File: config.mk
export PLATFORM = sky130hd
export DESIGN_NAME = ebct_bus_timing
export DESIGN_NICKNAME = d
export VERILOG_FILES = /design/src/hw/ebct_pkg.sv /design/src/hw/ebct_bus_timing.sv
export SDC_FILE = /design/constraint.sdc
export NUM_CORES = 1
export LEC_CHECK = 0
export BUFFER_PORTS_ARGS = -buffer_cell sky130_fd_sc_hd__buf_2
export CAP_MARGIN = 20
export CELL_PAD_IN_SITES_DETAIL_PLACEMENT = 0
export CELL_PAD_IN_SITES_GLOBAL_PLACEMENT = 2
export CORE_UTILIZATION = 30
export DETAILED_ROUTE_END_ITERATION = 7
export GPL_TIMING_DRIVEN = 0
export PLACE_DENSITY_LB_ADDON = 0.1
export RECOVER_POWER = 25
export SLEW_MARGIN = 20
export SYNTH_ARGS = -nofsm -noshare
export SYNTH_HDL_FRONTEND = slang
export SYNTH_SLANG_ARGS = --single-unit
export TNS_END_PERCENT = 50
File: constraint.sdc
create_clock -name sys_clk -period 3.8 [get_ports sys_clk]
set_input_delay 0.76 -clock sys_clk [delete_from_list [all_inputs] [get_ports sys_clk]]
set_output_delay 0.76 -clock sys_clk [all_outputs]
set_load 0.01 [all_outputs]
File: src/hw/ebct_pkg.sv
// Constants for the external bus cycle timing sequencer
// Behaviour
// - Latched code read lasts 2 to 5 clocks
// - Unlatched code read lasts 1 to 4 clocks
// - Unlatched data read lasts 1 to 4 clocks
// - Latched data read lasts 2 to 5 clocks
// - Read strobe spans cycle minus latch phase
// - Two-byte read keeps read strobe low throughout
// - Write strobe one or two clocks wide
// - Write hold zero or one clock after strobe
// - Write 2 to 5 clocks, setup is remainder
// - Latch end to write strobe gap derived
// - Write data valid early by derived setup
// - Wait sampled relative to the active strobe
// - One-clock read strobe cannot be stretched
// - Writes need the write hold bit set
// - Latch pulse half or one and half clocks
package ebct_pkg;
  localparam logic [7:0] TIMING_LOW_OFS = 8'h00;
  localparam logic [7:0] TIMING_HIGH_OFS = 8'h04;
  localparam logic [7:0] ADDR_OFS = 8'h08;
  localparam logic [7:0] WDATA_OFS = 8'h0c;
  localparam logic [7:0] CMD_OFS = 8'h10;
  localparam logic [7:0] STATUS_OFS = 8'h14;
  localparam logic [7:0] RDATA_OFS = 8'h18;
  // bus_timing_low_reg fields
  localparam int UNLATCHED_CODE_CYCLE_LO = 0;
  localparam int LATCHED_CODE_CYCLE_LO = 2;
  localparam int WRITE_STROBE_WIDE = 4;
  localparam int WRITE_HOLD_EXTEND = 5;
  localparam int LATCH_PULSE_WIDE = 6;
  // bus_timing_high_reg fields
  localparam int UNLATCHED_READ_CYCLE_LO = 0;
  localparam int LATCHED_READ_CYCLE_LO = 2;
  localparam int UNLATCHED_WRITE_CYCLE_LO = 4;
  localparam int LATCHED_WRITE_CYCLE_LO = 6;
  // Command register fields
  localparam int CMD_KIND_LO = 0;
  localparam int CMD_LATCHED = 2;
  localparam int CMD_TWO_BYTE = 3;
  localparam int CMD_WR_LOW = 4;
  localparam int CMD_WR_HIGH = 5;
  // Status register fields
  localparam int STAT_BUSY = 0;
  localparam int STAT_REFUSED = 1;
  localparam logic [7:0] TIMING_LOW_RST = 8'h20;
  localparam logic [7:0] TIMING_HIGH_RST = 8'h00;
  // Strobe vector: 0 latch, 1 code read, 2 read, 3 write low, 4 write high
  localparam logic [4:0] STROBE_IDLE_LVL = 5'h1e;
  // Half-clock widths of the latch pulse
  localparam logic [3:0] LATCH_HALVES_NARROW = 4'h1;
  localparam logic [3:0] LATCH_HALVES_WIDE = 4'h3;
  typedef enum logic [1:0] {EBCT_CODE, EBCT_READ, EBCT_WRITE, EBCT_NONE} ebct_kind_e;
  typedef enum {EBCT_IDLE, EBCT_RUN} ebct_state_e;
endpackage

File: src/hw/ebct_bus_timing.sv
// External bus cycle sequencer with APB configuration
//
// Decided for this implementation: the APB slave port and the address map.
`timescale 1ns/1ps
module ebct_bus_timing #(
  parameter int ADDR_W = 20,
  parameter int DATA_W = 16
) (
  input wire logic sys_clk,
  input wire logic arst_n,
  input wire logic [7:0] paddr,
  input wire logic psel,
  input wire logic penable,
  input wire logic pwrite,
  input wire logic [31:0] pwdata,
  output logic [31:0] prdata,
  output logic pready,
  output logic pslverr,
  output logic [ADDR_W-1:0] bus_addr,
  output logic [DATA_W-1:0] bus_wdata,
  output logic bus_data_oe,
  input wire logic [DATA_W-1:0] bus_rdata,
  input wire logic wait_in,
  output logic ale,
  output logic code_read_strobe_n,
  output logic read_strobe_n,
  output logic write_strobe_low_byte_n,
  output logic write_strobe_high_byte_n
);
  logic [7:0] bus_timing_low_reg;
  logic [7:0] bus_timing_high_reg;
  logic [ADDR_W-1:0] addr_reg;
  logic [DATA_W-1:0] wdata_reg;
  logic [DATA_W-1:0] rdata_reg;
  logic refused;
  ebct_pkg::ebct_state_e state;
  ebct_pkg::ebct_kind_e kind;
  logic latched_ph, two_byte, phase, wr_low, wr_high;
  logic [2:0] k;
  logic [2:0] cap_v, cap_b;
  logic [1:0] wait_s;
  logic [DATA_W-1:0] rd_s1, rd_s2;
  logic wr_acc, start, busy;
  logic [1:0] cmd_kind;
  assign wr_acc = psel & penable & pready & pwrite;
  assign busy = (state == ebct_pkg::EBCT_RUN) | (|cap_v);
  assign cmd_kind = pwdata[ebct_pkg::CMD_KIND_LO +: 2];
  assign start = wr_acc & (paddr == ebct_pkg::CMD_OFS) & !busy &
                 (cmd_kind != 2'h3) &
                 !((cmd_kind == 2'h2) & !bus_timing_low_reg[ebct_pkg::WRITE_HOLD_EXTEND]);
  // Cycle shape, in clocks and half clocks
  logic [2:0] len, str_end_clk;
  logic [3:0] aw, st_s, st_e, str_halves;
  logic hold, wide, stall_ok;
  always_comb begin
    hold = bus_timing_low_reg[ebct_pkg::WRITE_HOLD_EXTEND];
    wide = bus_timing_low_reg[ebct_pkg::WRITE_STROBE_WIDE];
    aw = bus_timing_low_reg[ebct_pkg::LATCH_PULSE_WIDE] ? ebct_pkg::LATCH_HALVES_WIDE
                                                          : ebct_pkg::LATCH_HALVES_NARROW;
    len = 3'h1;
    st_s = 4'h0;
    st_e = 4'h2;
    case (kind)
      ebct_pkg::EBCT_CODE: begin
        len = latched_ph ? 3'h2 + {1'b0, bus_timing_low_reg[ebct_pkg::LATCHED_CODE_CYCLE_LO +: 2]}
                         : 3'h1 + {1'b0, bus_timing_low_reg[ebct_pkg::UNLATCHED_CODE_CYCLE_LO +: 2]};
      end
      ebct_pkg::EBCT_READ: begin
        len = latched_ph ? 3'h2 + {1'b0, bus_timing_high_reg[ebct_pkg::LATCHED_READ_CYCLE_LO +: 2]}
                         : 3'h1 + {1'b0, bus_timing_high_reg[ebct_pkg::UNLATCHED_READ_CYCLE_LO +: 2]};
      end
      ebct_pkg::EBCT_WRITE: begin
        len = latched_ph ? 3'h2 + {1'b0, bus_timing_high_reg[ebct_pkg::LATCHED_WRITE_CYCLE_LO +: 2]}
                         : 3'h2 + {1'b0, bus_timing_high_reg[ebct_pkg::UNLATCHED_WRITE_CYCLE_LO +: 2]};
      end
      default: len = 3'h1;
    endcase
    if (kind == ebct_pkg::EBCT_WRITE) begin
      // strobe placed before width and hold
      st_e = {len - {2'h0, hold}, 1'b0};
      st_s = st_e - {1'b0, wide, ~wide, 1'b0};
    end else begin
      // read strobe after latch plus half clock
      st_s = latched_ph ? aw + 4'h1 : 4'h0;
      st_e = {len, 1'b0};
    end
    str_end_clk = st_e[3:1];
    str_halves = st_e - st_s;
    // one-clock read strobe is never stretched
    stall_ok = (kind != ebct_pkg::EBCT_READ) | (str_halves >= 4'h4);
  end
  logic last, stall;
  // wait held at the strobe's last clock
  assign stall = (k == str_end_clk - 3'h1) & wait_s[1] & stall_ok;
  assign last = (k == len - 3'h1) & !stall;
  // Wanted active state for both halves of clock k
  logic [4:0] act0, act1;
  logic [3:0] h0, h1;
  always_comb begin
    h0 = {k, 1'b0};
    h1 = {k, 1'b1};
    act0 = 5'h00;
    act1 = 5'h00;
    if (state == ebct_pkg::EBCT_RUN) begin
      act0[0] = latched_ph & (h0 < aw);
      act1[0] = latched_ph & (h1 < aw);
      case (kind)
        ebct_pkg::EBCT_CODE: begin
          act0[1] = (h0 >= st_s) & (h0 < st_e);
          act1[1] = (h1 >= st_s) & (h1 < st_e);
        end
        ebct_pkg::EBCT_READ: begin
          act0[2] = (h0 >= st_s) & (h0 < st_e);
          act1[2] = (h1 >= st_s) & (h1 < st_e);
        end
        ebct_pkg::EBCT_WRITE: begin
          act0[3] = wr_low & (h0 >= st_s) & (h0 < st_e);
          act1[3] = wr_low & (h1 >= st_s) & (h1 < st_e);
          act0[4] = wr_high & (h0 >= st_s) & (h0 < st_e);
          act1[4] = wr_high & (h1 >= st_s) & (h1 < st_e);
        end
        default: act0[1] = 1'b0;
      endcase
    end
  end
  // dual-edge outputs, rise and fall flops combined by xor
  logic [4:0] pos_q, neg_q, half1_q, lvl;
  always_ff @(posedge sys_clk or negedge arst_n) begin
    if (!arst_n) begin
      pos_q <= ebct_pkg::STROBE_IDLE_LVL;
      half1_q <= ebct_pkg::STROBE_IDLE_LVL;
    end else begin
      pos_q <= (act0 ^ ebct_pkg::STROBE_IDLE_LVL) ^ neg_q;
      half1_q <= act1 ^ ebct_pkg::STROBE_IDLE_LVL;
    end
  end
  always_ff @(negedge sys_clk or negedge arst_n) begin
    if (!arst_n) begin
      neg_q <= 5'h00;
    end else begin
      neg_q <= half1_q ^ pos_q;
    end
  end
  // Glitch-free: only one of the two flops toggles per edge
  assign lvl = pos_q ^ neg_q;
  assign ale = lvl[0];
  assign code_read_strobe_n = lvl[1];
  assign read_strobe_n = lvl[2];
  assign write_strobe_low_byte_n = lvl[3];
  assign write_strobe_high_byte_n = lvl[4];
  // Pin inputs pass two flops
  always_ff @(posedge sys_clk or negedge arst_n) begin
    if (!arst_n) begin
      wait_s <= 2'h0;
      rd_s1 <= '0;
      rd_s2 <= '0;
    end else begin
      wait_s <= {wait_s[0], wait_in};
      rd_s1 <= bus_rdata;
      rd_s2 <= rd_s1;
    end
  end
  // Sequencer
  always_ff @(posedge sys_clk or negedge arst_n) begin
    if (!arst_n) begin
      state <= ebct_pkg::EBCT_IDLE;
      kind <= ebct_pkg::EBCT_NONE;
      latched_ph <= 1'b0;
      two_byte <= 1'b0;
      phase <= 1'b0;
      wr_low <= 1'b0;
      wr_high <= 1'b0;
      k <= 3'h0;
    end else if (state == ebct_pkg::EBCT_IDLE) begin
      if (start) begin
        state <= ebct_pkg::EBCT_RUN;
        kind <= ebct_pkg::ebct_kind_e'(cmd_kind);
        latched_ph <= pwdata[ebct_pkg::CMD_LATCHED];
        two_byte <= pwdata[ebct_pkg::CMD_TWO_BYTE] & (cmd_kind == 2'h1);
        phase <= 1'b0;
        wr_low <= pwdata[ebct_pkg::CMD_WR_LOW];
        wr_high <= pwdata[ebct_pkg::CMD_WR_HIGH];
        k <= 3'h0;
      end
    end else if (last) begin
      k <= 3'h0;
      if (two_byte & !phase) begin
        phase <= 1'b1;
        latched_ph <= 1'b0;
      end else begin
        state <= ebct_pkg::EBCT_IDLE;
      end
    end else if (!stall) begin
      k <= k + 3'h1;
    end
  end

  // Address and write data drive
  always_ff @(posedge sys_clk or negedge arst_n) begin
    if (!arst_n) begin
      bus_addr <= '0;
      bus_wdata <= '0;
      bus_data_oe <= 1'b0;
    end else begin
      bus_addr <= addr_reg | {{(ADDR_W-1){1'b0}}, phase & (state == ebct_pkg::EBCT_RUN)};
      bus_wdata <= wdata_reg;
      // latched write data after latch phase
      bus_data_oe <= (state == ebct_pkg::EBCT_RUN) & (kind == ebct_pkg::EBCT_WRITE) &
                     (!latched_ph | ({k, 1'b0} > aw));
    end
  end

  // Read capture, aligned with synchronised data
  always_ff @(posedge sys_clk or negedge arst_n) begin
    if (!arst_n) begin
      cap_v <= 3'h0;
      cap_b <= 3'h0;
      rdata_reg <= '0;
    end else begin
      cap_v <= {cap_v[1:0], (state == ebct_pkg::EBCT_RUN) & last & (kind != ebct_pkg::EBCT_WRITE)};
      cap_b <= {cap_b[1:0], two_byte & !phase};
      if (cap_v[2]) begin
        if (!two_byte & !cap_b[2]) begin
          rdata_reg <= rd_s2;
        end else if (cap_b[2]) begin
          rdata_reg[7:0] <= rd_s2[7:0];
        end else begin
          rdata_reg[15:8] <= rd_s2[7:0];
        end
      end
    end
  end

  // APB registers
  logic hit;
  assign hit = (paddr == ebct_pkg::TIMING_LOW_OFS) | (paddr == ebct_pkg::TIMING_HIGH_OFS) |
               (paddr == ebct_pkg::ADDR_OFS) | (paddr == ebct_pkg::WDATA_OFS) |
               (paddr == ebct_pkg::CMD_OFS) | (paddr == ebct_pkg::STATUS_OFS) |
               (paddr == ebct_pkg::RDATA_OFS);
  always_ff @(posedge sys_clk or negedge arst_n) begin
    if (!arst_n) begin
      bus_timing_low_reg <= ebct_pkg::TIMING_LOW_RST;
      bus_timing_high_reg <= ebct_pkg::TIMING_HIGH_RST;
      addr_reg <= '0;
      wdata_reg <= '0;
    end else if (wr_acc & !busy) begin
      // Config frozen while a cycle runs
      case (paddr)
        ebct_pkg::TIMING_LOW_OFS: bus_timing_low_reg <= pwdata[7:0];
        ebct_pkg::TIMING_HIGH_OFS: bus_timing_high_reg <= pwdata[7:0];
        ebct_pkg::ADDR_OFS: addr_reg <= pwdata[ADDR_W-1:0];
        ebct_pkg::WDATA_OFS: wdata_reg <= pwdata[DATA_W-1:0];
        default: addr_reg <= addr_reg;
      endcase
    end
  end
  logic refuse_ev;
  assign refuse_ev = wr_acc & (paddr == ebct_pkg::CMD_OFS) & !start;
  always_ff @(posedge sys_clk or negedge arst_n) begin
    if (!arst_n) begin
      refused <= 1'b0;
    end else if (refuse_ev) begin
      refused <= 1'b1;
    end else if (wr_acc & (paddr == ebct_pkg::STATUS_OFS) & pwdata[ebct_pkg::STAT_REFUSED]) begin
      refused <= 1'b0;
    end
  end
  always_ff @(posedge sys_clk or negedge arst_n) begin
    if (!arst_n) begin
      pready <= 1'b0;
      pslverr <= 1'b0;
      prdata <= 32'h0;
    end else begin
      pready <= psel & !penable;
      pslverr <= psel & !penable & !hit;
      prdata <= 32'h0;
      if (psel & !penable & !pwrite) begin
        case (paddr)
          ebct_pkg::TIMING_LOW_OFS: prdata <= {24'h0, bus_timing_low_reg};
          ebct_pkg::TIMING_HIGH_OFS: prdata <= {24'h0, bus_timing_high_reg};
          ebct_pkg::ADDR_OFS: prdata <= 32'(addr_reg);
          ebct_pkg::WDATA_OFS: prdata <= 32'(wdata_reg);
          ebct_pkg::STATUS_OFS: prdata <= {30'h0, refused, busy};
          ebct_pkg::RDATA_OFS: prdata <= 32'(rdata_reg);
          default: prdata <= 32'h0;
        endcase
      end
    end
  end

  logic [3:0] run_cnt;
  always_ff @(posedge sys_clk or negedge arst_n) begin
    if (!arst_n) begin
      run_cnt <= 4'h0;
    end else if ((state == ebct_pkg::EBCT_IDLE) | last) begin
      // Each byte of a two-byte read counts from zero
      run_cnt <= 4'h0;
    end else if (!stall & !last) begin
      run_cnt <= run_cnt + 4'h1;
    end
  end
endmodule

# ---- Yosys cells after proc, flatten, opt, wreduce, memory -nomap -nowiden
# Index checks and enable logic that the tools add are counted.
dict set report word_totals {
  reg_bits 237
  input_bits 62
  output_inout_bits 76
  wordCells 193
}
dict set report op_classes {
  add_sub_neg 13
  n_lt_le_gt_ge 8
  n_eq_ne 20
  mux 39
  n_bitwise 54
  n_reduce_logical 30
}
# cell n
set op_table {}
lappend op_table {{32-bit two-way mux} 4}
lappend op_table {{20-bit one-hot mux with 6 select lines} 1}
lappend op_table {{1-bit AND} 38}
lappend op_table {{32-bit by 2-bit equality test with 1-bit output (second input constant)} 1}
lappend op_table {{32-bit logical NOT} 1}
lappend op_table {{8-bit by 5-bit equality test with 1-bit output (second input constant)} 3}
lappend op_table {{3-bit two-way mux} 8}
lappend op_table {{20-bit two-way mux} 1}
lappend op_table {{20-bit by 1-bit bitwise OR with 20-bit output} 1}
lappend op_table {{8-bit by 4-bit equality test with 1-bit output (second input constant)} 2}
lappend op_table {{16-bit two-way mux} 1}
lappend op_table {{8-bit two-way mux} 2}
lappend op_table {{2-bit AND reduction} 8}
lappend op_table {{5-bit XOR} 3}
lappend op_table {{1-bit two-way mux} 14}
lappend op_table {{2-bit by 2-bit adder with 3-bit output (first input constant)} 4}
lappend op_table {{1-bit logical NOT} 12}
lappend op_table {{5-bit two-way mux} 2}
lappend op_table {{1-bit bitwise OR} 9}
lappend op_table {{3-bit one-hot mux with 3 select lines} 1}
lappend op_table {{8-bit by 3-bit equality test with 1-bit output (second input constant)} 1}
lappend op_table {{4-bit greater-or-equal comparator} 2}
lappend op_table {{8-bit logical NOT} 1}
lappend op_table {{4-bit by 2-bit < comparator with 1-bit output} 2}
lappend op_table {{24 further kinds} 42}

# ---- Longest topological paths before layout
dict set report logic_depth {
  ltp_word 14
  mapped_depth 19
  ltp_nobuf 17
}

==> flow_metrics.py <==
metrics = {
    "outcome": {
        "run_status": "finished with violations",
        "violations": "setup timing",
    },
    "cells_and_area": {
        "layout_cell_share_with_drive_strength_beyond_1_pct": 36.2,
        "final_cell_area_sq_mm": 0.00989,
        "syn_to_final_growth_pct": 24.5,
        "layout.cells.most_common": "dfrtp_1",
        "nNetsFinal": 854,
        "most-common-layout-cells": "dfrtp_1 (177), buf_2 (113), mux2_2 (64), nand2_1 (46), nor2_1 (35)",
    },
    "timing": {
        "finalHoldViolCount": 0,
        "timing.max_slew.rel_slack_pct": 31.4,
        "min_period_ns": 3.98,
        "min_period_over_period_pct": 105,
        "timing.final.ws_setup_ns": -0.178,
        "finalMaxSlewViolations": 0,
        "worst_clock_skew_ns": 0.0280,
        "fin_worst_hold_slack_ns": 0.287,
        "timing.final.setup_violations": 4,
        "grt_setup_unrepaired": "yes",
        "fmax_mhz": 251,
        "max_slew.worst_pin.slew_ns": 1.02,
    },
    "yosys": {
        "synthDistinctLibCells": 64,
        "synth-xor-area-share_pct": 2.64,
        "synthMuxAreaShare_pct": 13.8,
        "synth_ff_type": "dfrtp_1",
        "syn_area_per_cell_sq_um": 12.8,
        "ys.warnings.count": 0,
        "yosysSeqAreaShare_pct": 61.2,
        "synth_async_sr_flop_share_pct": 100,
        "synth_top_family_by_area": "multiplexers",
        "synth_area_leader_cell": "dfrtp_1",
        "synth_simple_gate_area_share_pct": 8.63,
        "mappedNetlistArea_sq_mm": 0.00795,
        "yosys.area_share.adder_pct": 2.74,
        "synth_compound_gate_area_share_pct": 7.59,
        "ys_top_cells_by_area": "dfrtp_1 (56%), mux2_2 (9.1%), mux2i_1 (4.0%)",
        "netlist_instances": 621,
        "synth-seq-cells": 194,
        "post_synth_edffs": 0,
        "share_of_yosys_cell_area_claimed_by_the_top_area_cell_type_pct": 56.0,
    },
    "power": {
        "power_density_mw_per_mm2": 463,
        "static-leakage-power_nw": 5.00,
        "max-vdd-ir-drop_mv": 0.261,
    },
    "drt": {
        "detail_route.iter0.violations": 242,
        "route.detailed.drc": 0,
        "drt-vias-per-instance": 4.64,
        "drt.antenna.violating_nets": 0,
        "detail_route.first_pass.iterations": 5,
        "wirelength_microns": 20000,
        "vias": 5219,
        "wl_per_cell_microns": 17.8,
    },
    "global_routing": {
        "grt_antenna_before_repair": 2,
        "grt_pass1_wl_microns": 30900,
        "number_of_global_route_vias_before_repair": 5373,
        "gr-usage-all-layers_pct": 15.4,
        "largest_net_degree_at_the_start_of_global_routing": 73,
        "grt_residual_overflow": 0,
    },
    "run": {
        "maxCapViolations": 0,
    },
    "clocking": {
        "clock_tree.root_cell": "clkbuf_16",
        "postCtsHoldBufs": 0,
        "clock_latency_ns": 0.43,
        "cts_made_buffers": 17,
        "cts.reportedPaths.clkPinSlew_ns": 0.08,
        "numClockSinks": 194,
        "cts-htree-levels": 4,
        "cts_tree": "done",
        "ctsLongestPathBuffers": 2,
    },
    "placement": {
        "detailedPlacementHpwl_microns": 14700,
        "place.port_buffers": 112,
        "gp_congestion": 0.769,
        "dpl-instance-area_sq_mm": 0.00909,
    },
    "critical_path": {
        "element_type_at_the_critical_path_start": "register",
        "biggest_fanout_along_the_worst_timing_path": 6,
        "worstPathRequired_ns": 4.12,
        "reg2reg_from": "bus_timing_high_reg[1]$_DFFE_PN0P_",
        "critical-path-max-stage-delay_ns": 0.41,
        "critical_path.reg2reg.endpoint": "k[1]$_DFFE_PN0P_",
        "cell_type_of_the_slowest_stage_on_the_worst_timing_path": "dfrtp_1",
        "path_cells": "ha_1 -> nor2b_1 -> o21ai_2 -> o21ai_2 -> a21oi_2 -> ha_4 -> inv_2 -> fa_1 -> and3b_2 -> a31oi_4 -> a211oi_2 -> mux2_4 -> a311oi_4 -> mux2_4 -> a32o_2",
        "timing.reg2reg.worst_path_depth": 15,
        "critical_path_arrival_ns": 4.30,
        "critPathCaptureType": "register",
        "timing.reg2reg.setup_slack_ns": -0.18,
        "setup.worst_path.class": "register to register",
    },
    "die": {
        "number_of_placement_rows": 59,
        "die-height_microns": 165,
        "initial_utilization_pct": 30.5,
        "die_x_microns": 165,
        "pin_count": 138,
        "fp.coreArea_sq_mm": 0.0261,
        "die_area_sq_mm": 0.0272,
    },
    "worst_hold_path": {
        "holdCritPathClass": "input pin to async pin",
    },
}
==> repair_timing <==
action,in CTS,in global routing
gates resized for setup,17,8
endpoints found under the hold margin,0,0
setup endpoints to repair,18,16
buffers inserted,9,4
gates cloned,0,1
pin swaps,5,4
==> worst max-delay path, delay by kind of cell (launching register included) <==
family | cells | cell delay [ns]
and+or+nand+nor | 2 | 0.36
adders and majority gates | 3 | 0.93
AOI/OAI and AO/OA | 7 | 1.44
muxes | 2 | 0.68
DFF | 1 | 0.41
buffers and inverters | 1 | 0.05
==> cell families after synthesis <==
group / count (synthesis)
XOR/XNOR: 24
other: 1
multiplexers: 100
flip-flops: 194
adder cells (fa/ha/maj): 17
AND/OR/NAND/NOR: 142
buffers and inverters: 54
AO/OA/AOI/OAI: 89
==> per-stage QoR <==
step                TNS, ns  total power (W)  setup slack [ns]  util (%)  cells
CTS                  -0.386          0.00462            -0.202      37.8   1122
finish               -0.355          0.00458            -0.178      38.0   1125
detailed placement    -5.19          0.00277            -0.764      34.9   1081
global placement    -224.17          0.00274             -2.87      34.6   1079
global route          -1.48          0.00481            -0.287      38.0   1124
floorplan            -0.238          0.00255            -0.161         -    632
==> worst max path at each step <==
| stage | startpoint | endpoint | slack [ns] | depth (start not counted) |
|---|---|---|---|---|
| after global placement | arst_n | neg_q[3]$_DFF_NN0_ | -2.87 | 1 |
| after detailed placement | kind[1]$_DFFE_PN1P_ | k[1]$_DFFE_PN0P_ | -0.76 | 14 |
| final | bus_timing_high_reg[1]$_DFFE_PN0P_ | k[1]$_DFFE_PN0P_ | -0.18 | 15 |
| after CTS | kind[1]$_DFFE_PN1P_ | k[1]$_DFFE_PN0P_ | -0.20 | 15 |
| after floorplan | kind[1]$_DFFE_PN1P_ | k[1]$_DFFE_PN0P_ | -0.16 | 16 |
| after global routing | bus_timing_low_reg[0]$_DFFE_PN0P_ | k[1]$_DFFE_PN0P_ | -0.29 | 15 |
==> synth_stat cells, types with 2 or more instances <==
| cell | number |
|---|---|
| and3_1 | 3 |
| a22oi_1 | 8 |
| o211ai_1 | 4 |
| or2_2 | 2 |
| dfstp_2 | 11 |
| a21oi_1 | 20 |
| ha_1 | 15 |
| and2_1 | 5 |
| nand2_1 | 46 |
| xor2_1 | 17 |
| nor3_1 | 7 |
| inv_1 | 18 |
| buf_1 | 3 |
| nand3_1 | 9 |
| buf_4 | 13 |
| buf_2 | 3 |
| nand2b_1 | 6 |
| xnor2_1 | 7 |
| nand4_1 | 8 |
| o21ai_0 | 31 |
| nor2_1 | 36 |
| clkbuf_1 | 16 |
| o21ai_1 | 5 |
| mux2_2 | 64 |
| nor2b_1 | 7 |
| mux2i_1 | 32 |
| mux2_4 | 3 |
| a31o_2 | 2 |
| dfrtn_1 | 5 |
| dfrtp_1 | 178 |
| nor4_1 | 4 |
==> final cells by class <==
class / instances / area, sq um
clock buffers: 17 / 425
plain buffers: 34 / 204
well taps: 335 / 419
repair buffers: 127 / 753
inverters: 18 / 67.6
clock inverters: 15 / 189
diodes: 1 / 2.50
flip-flops and latches: 194 / 4870
fillers: 2580 / 16200
multi-input cells: 384 / 2960
==> report_power, final <==
group,switching (W),internal (W)
logic,0.000299,0.000227
clock network,0.000920,0.000898
registers,0.0000714,0.00216
total,0.00129,0.00329
==> per-layer routing <==
metal | routed length (microns) | global-route usage [%] | vias up
met5 | 0 | 0 | -
met1 | 9790 | 22.1 | 2637
met2 | 9200 | 23.8 | 124
li1 | - | - | 2448
met3 | 818 | 2.99 | 10
met4 | 176 | 3.88 | 0
Note: power is estimated with default switching activity, not from simulation.
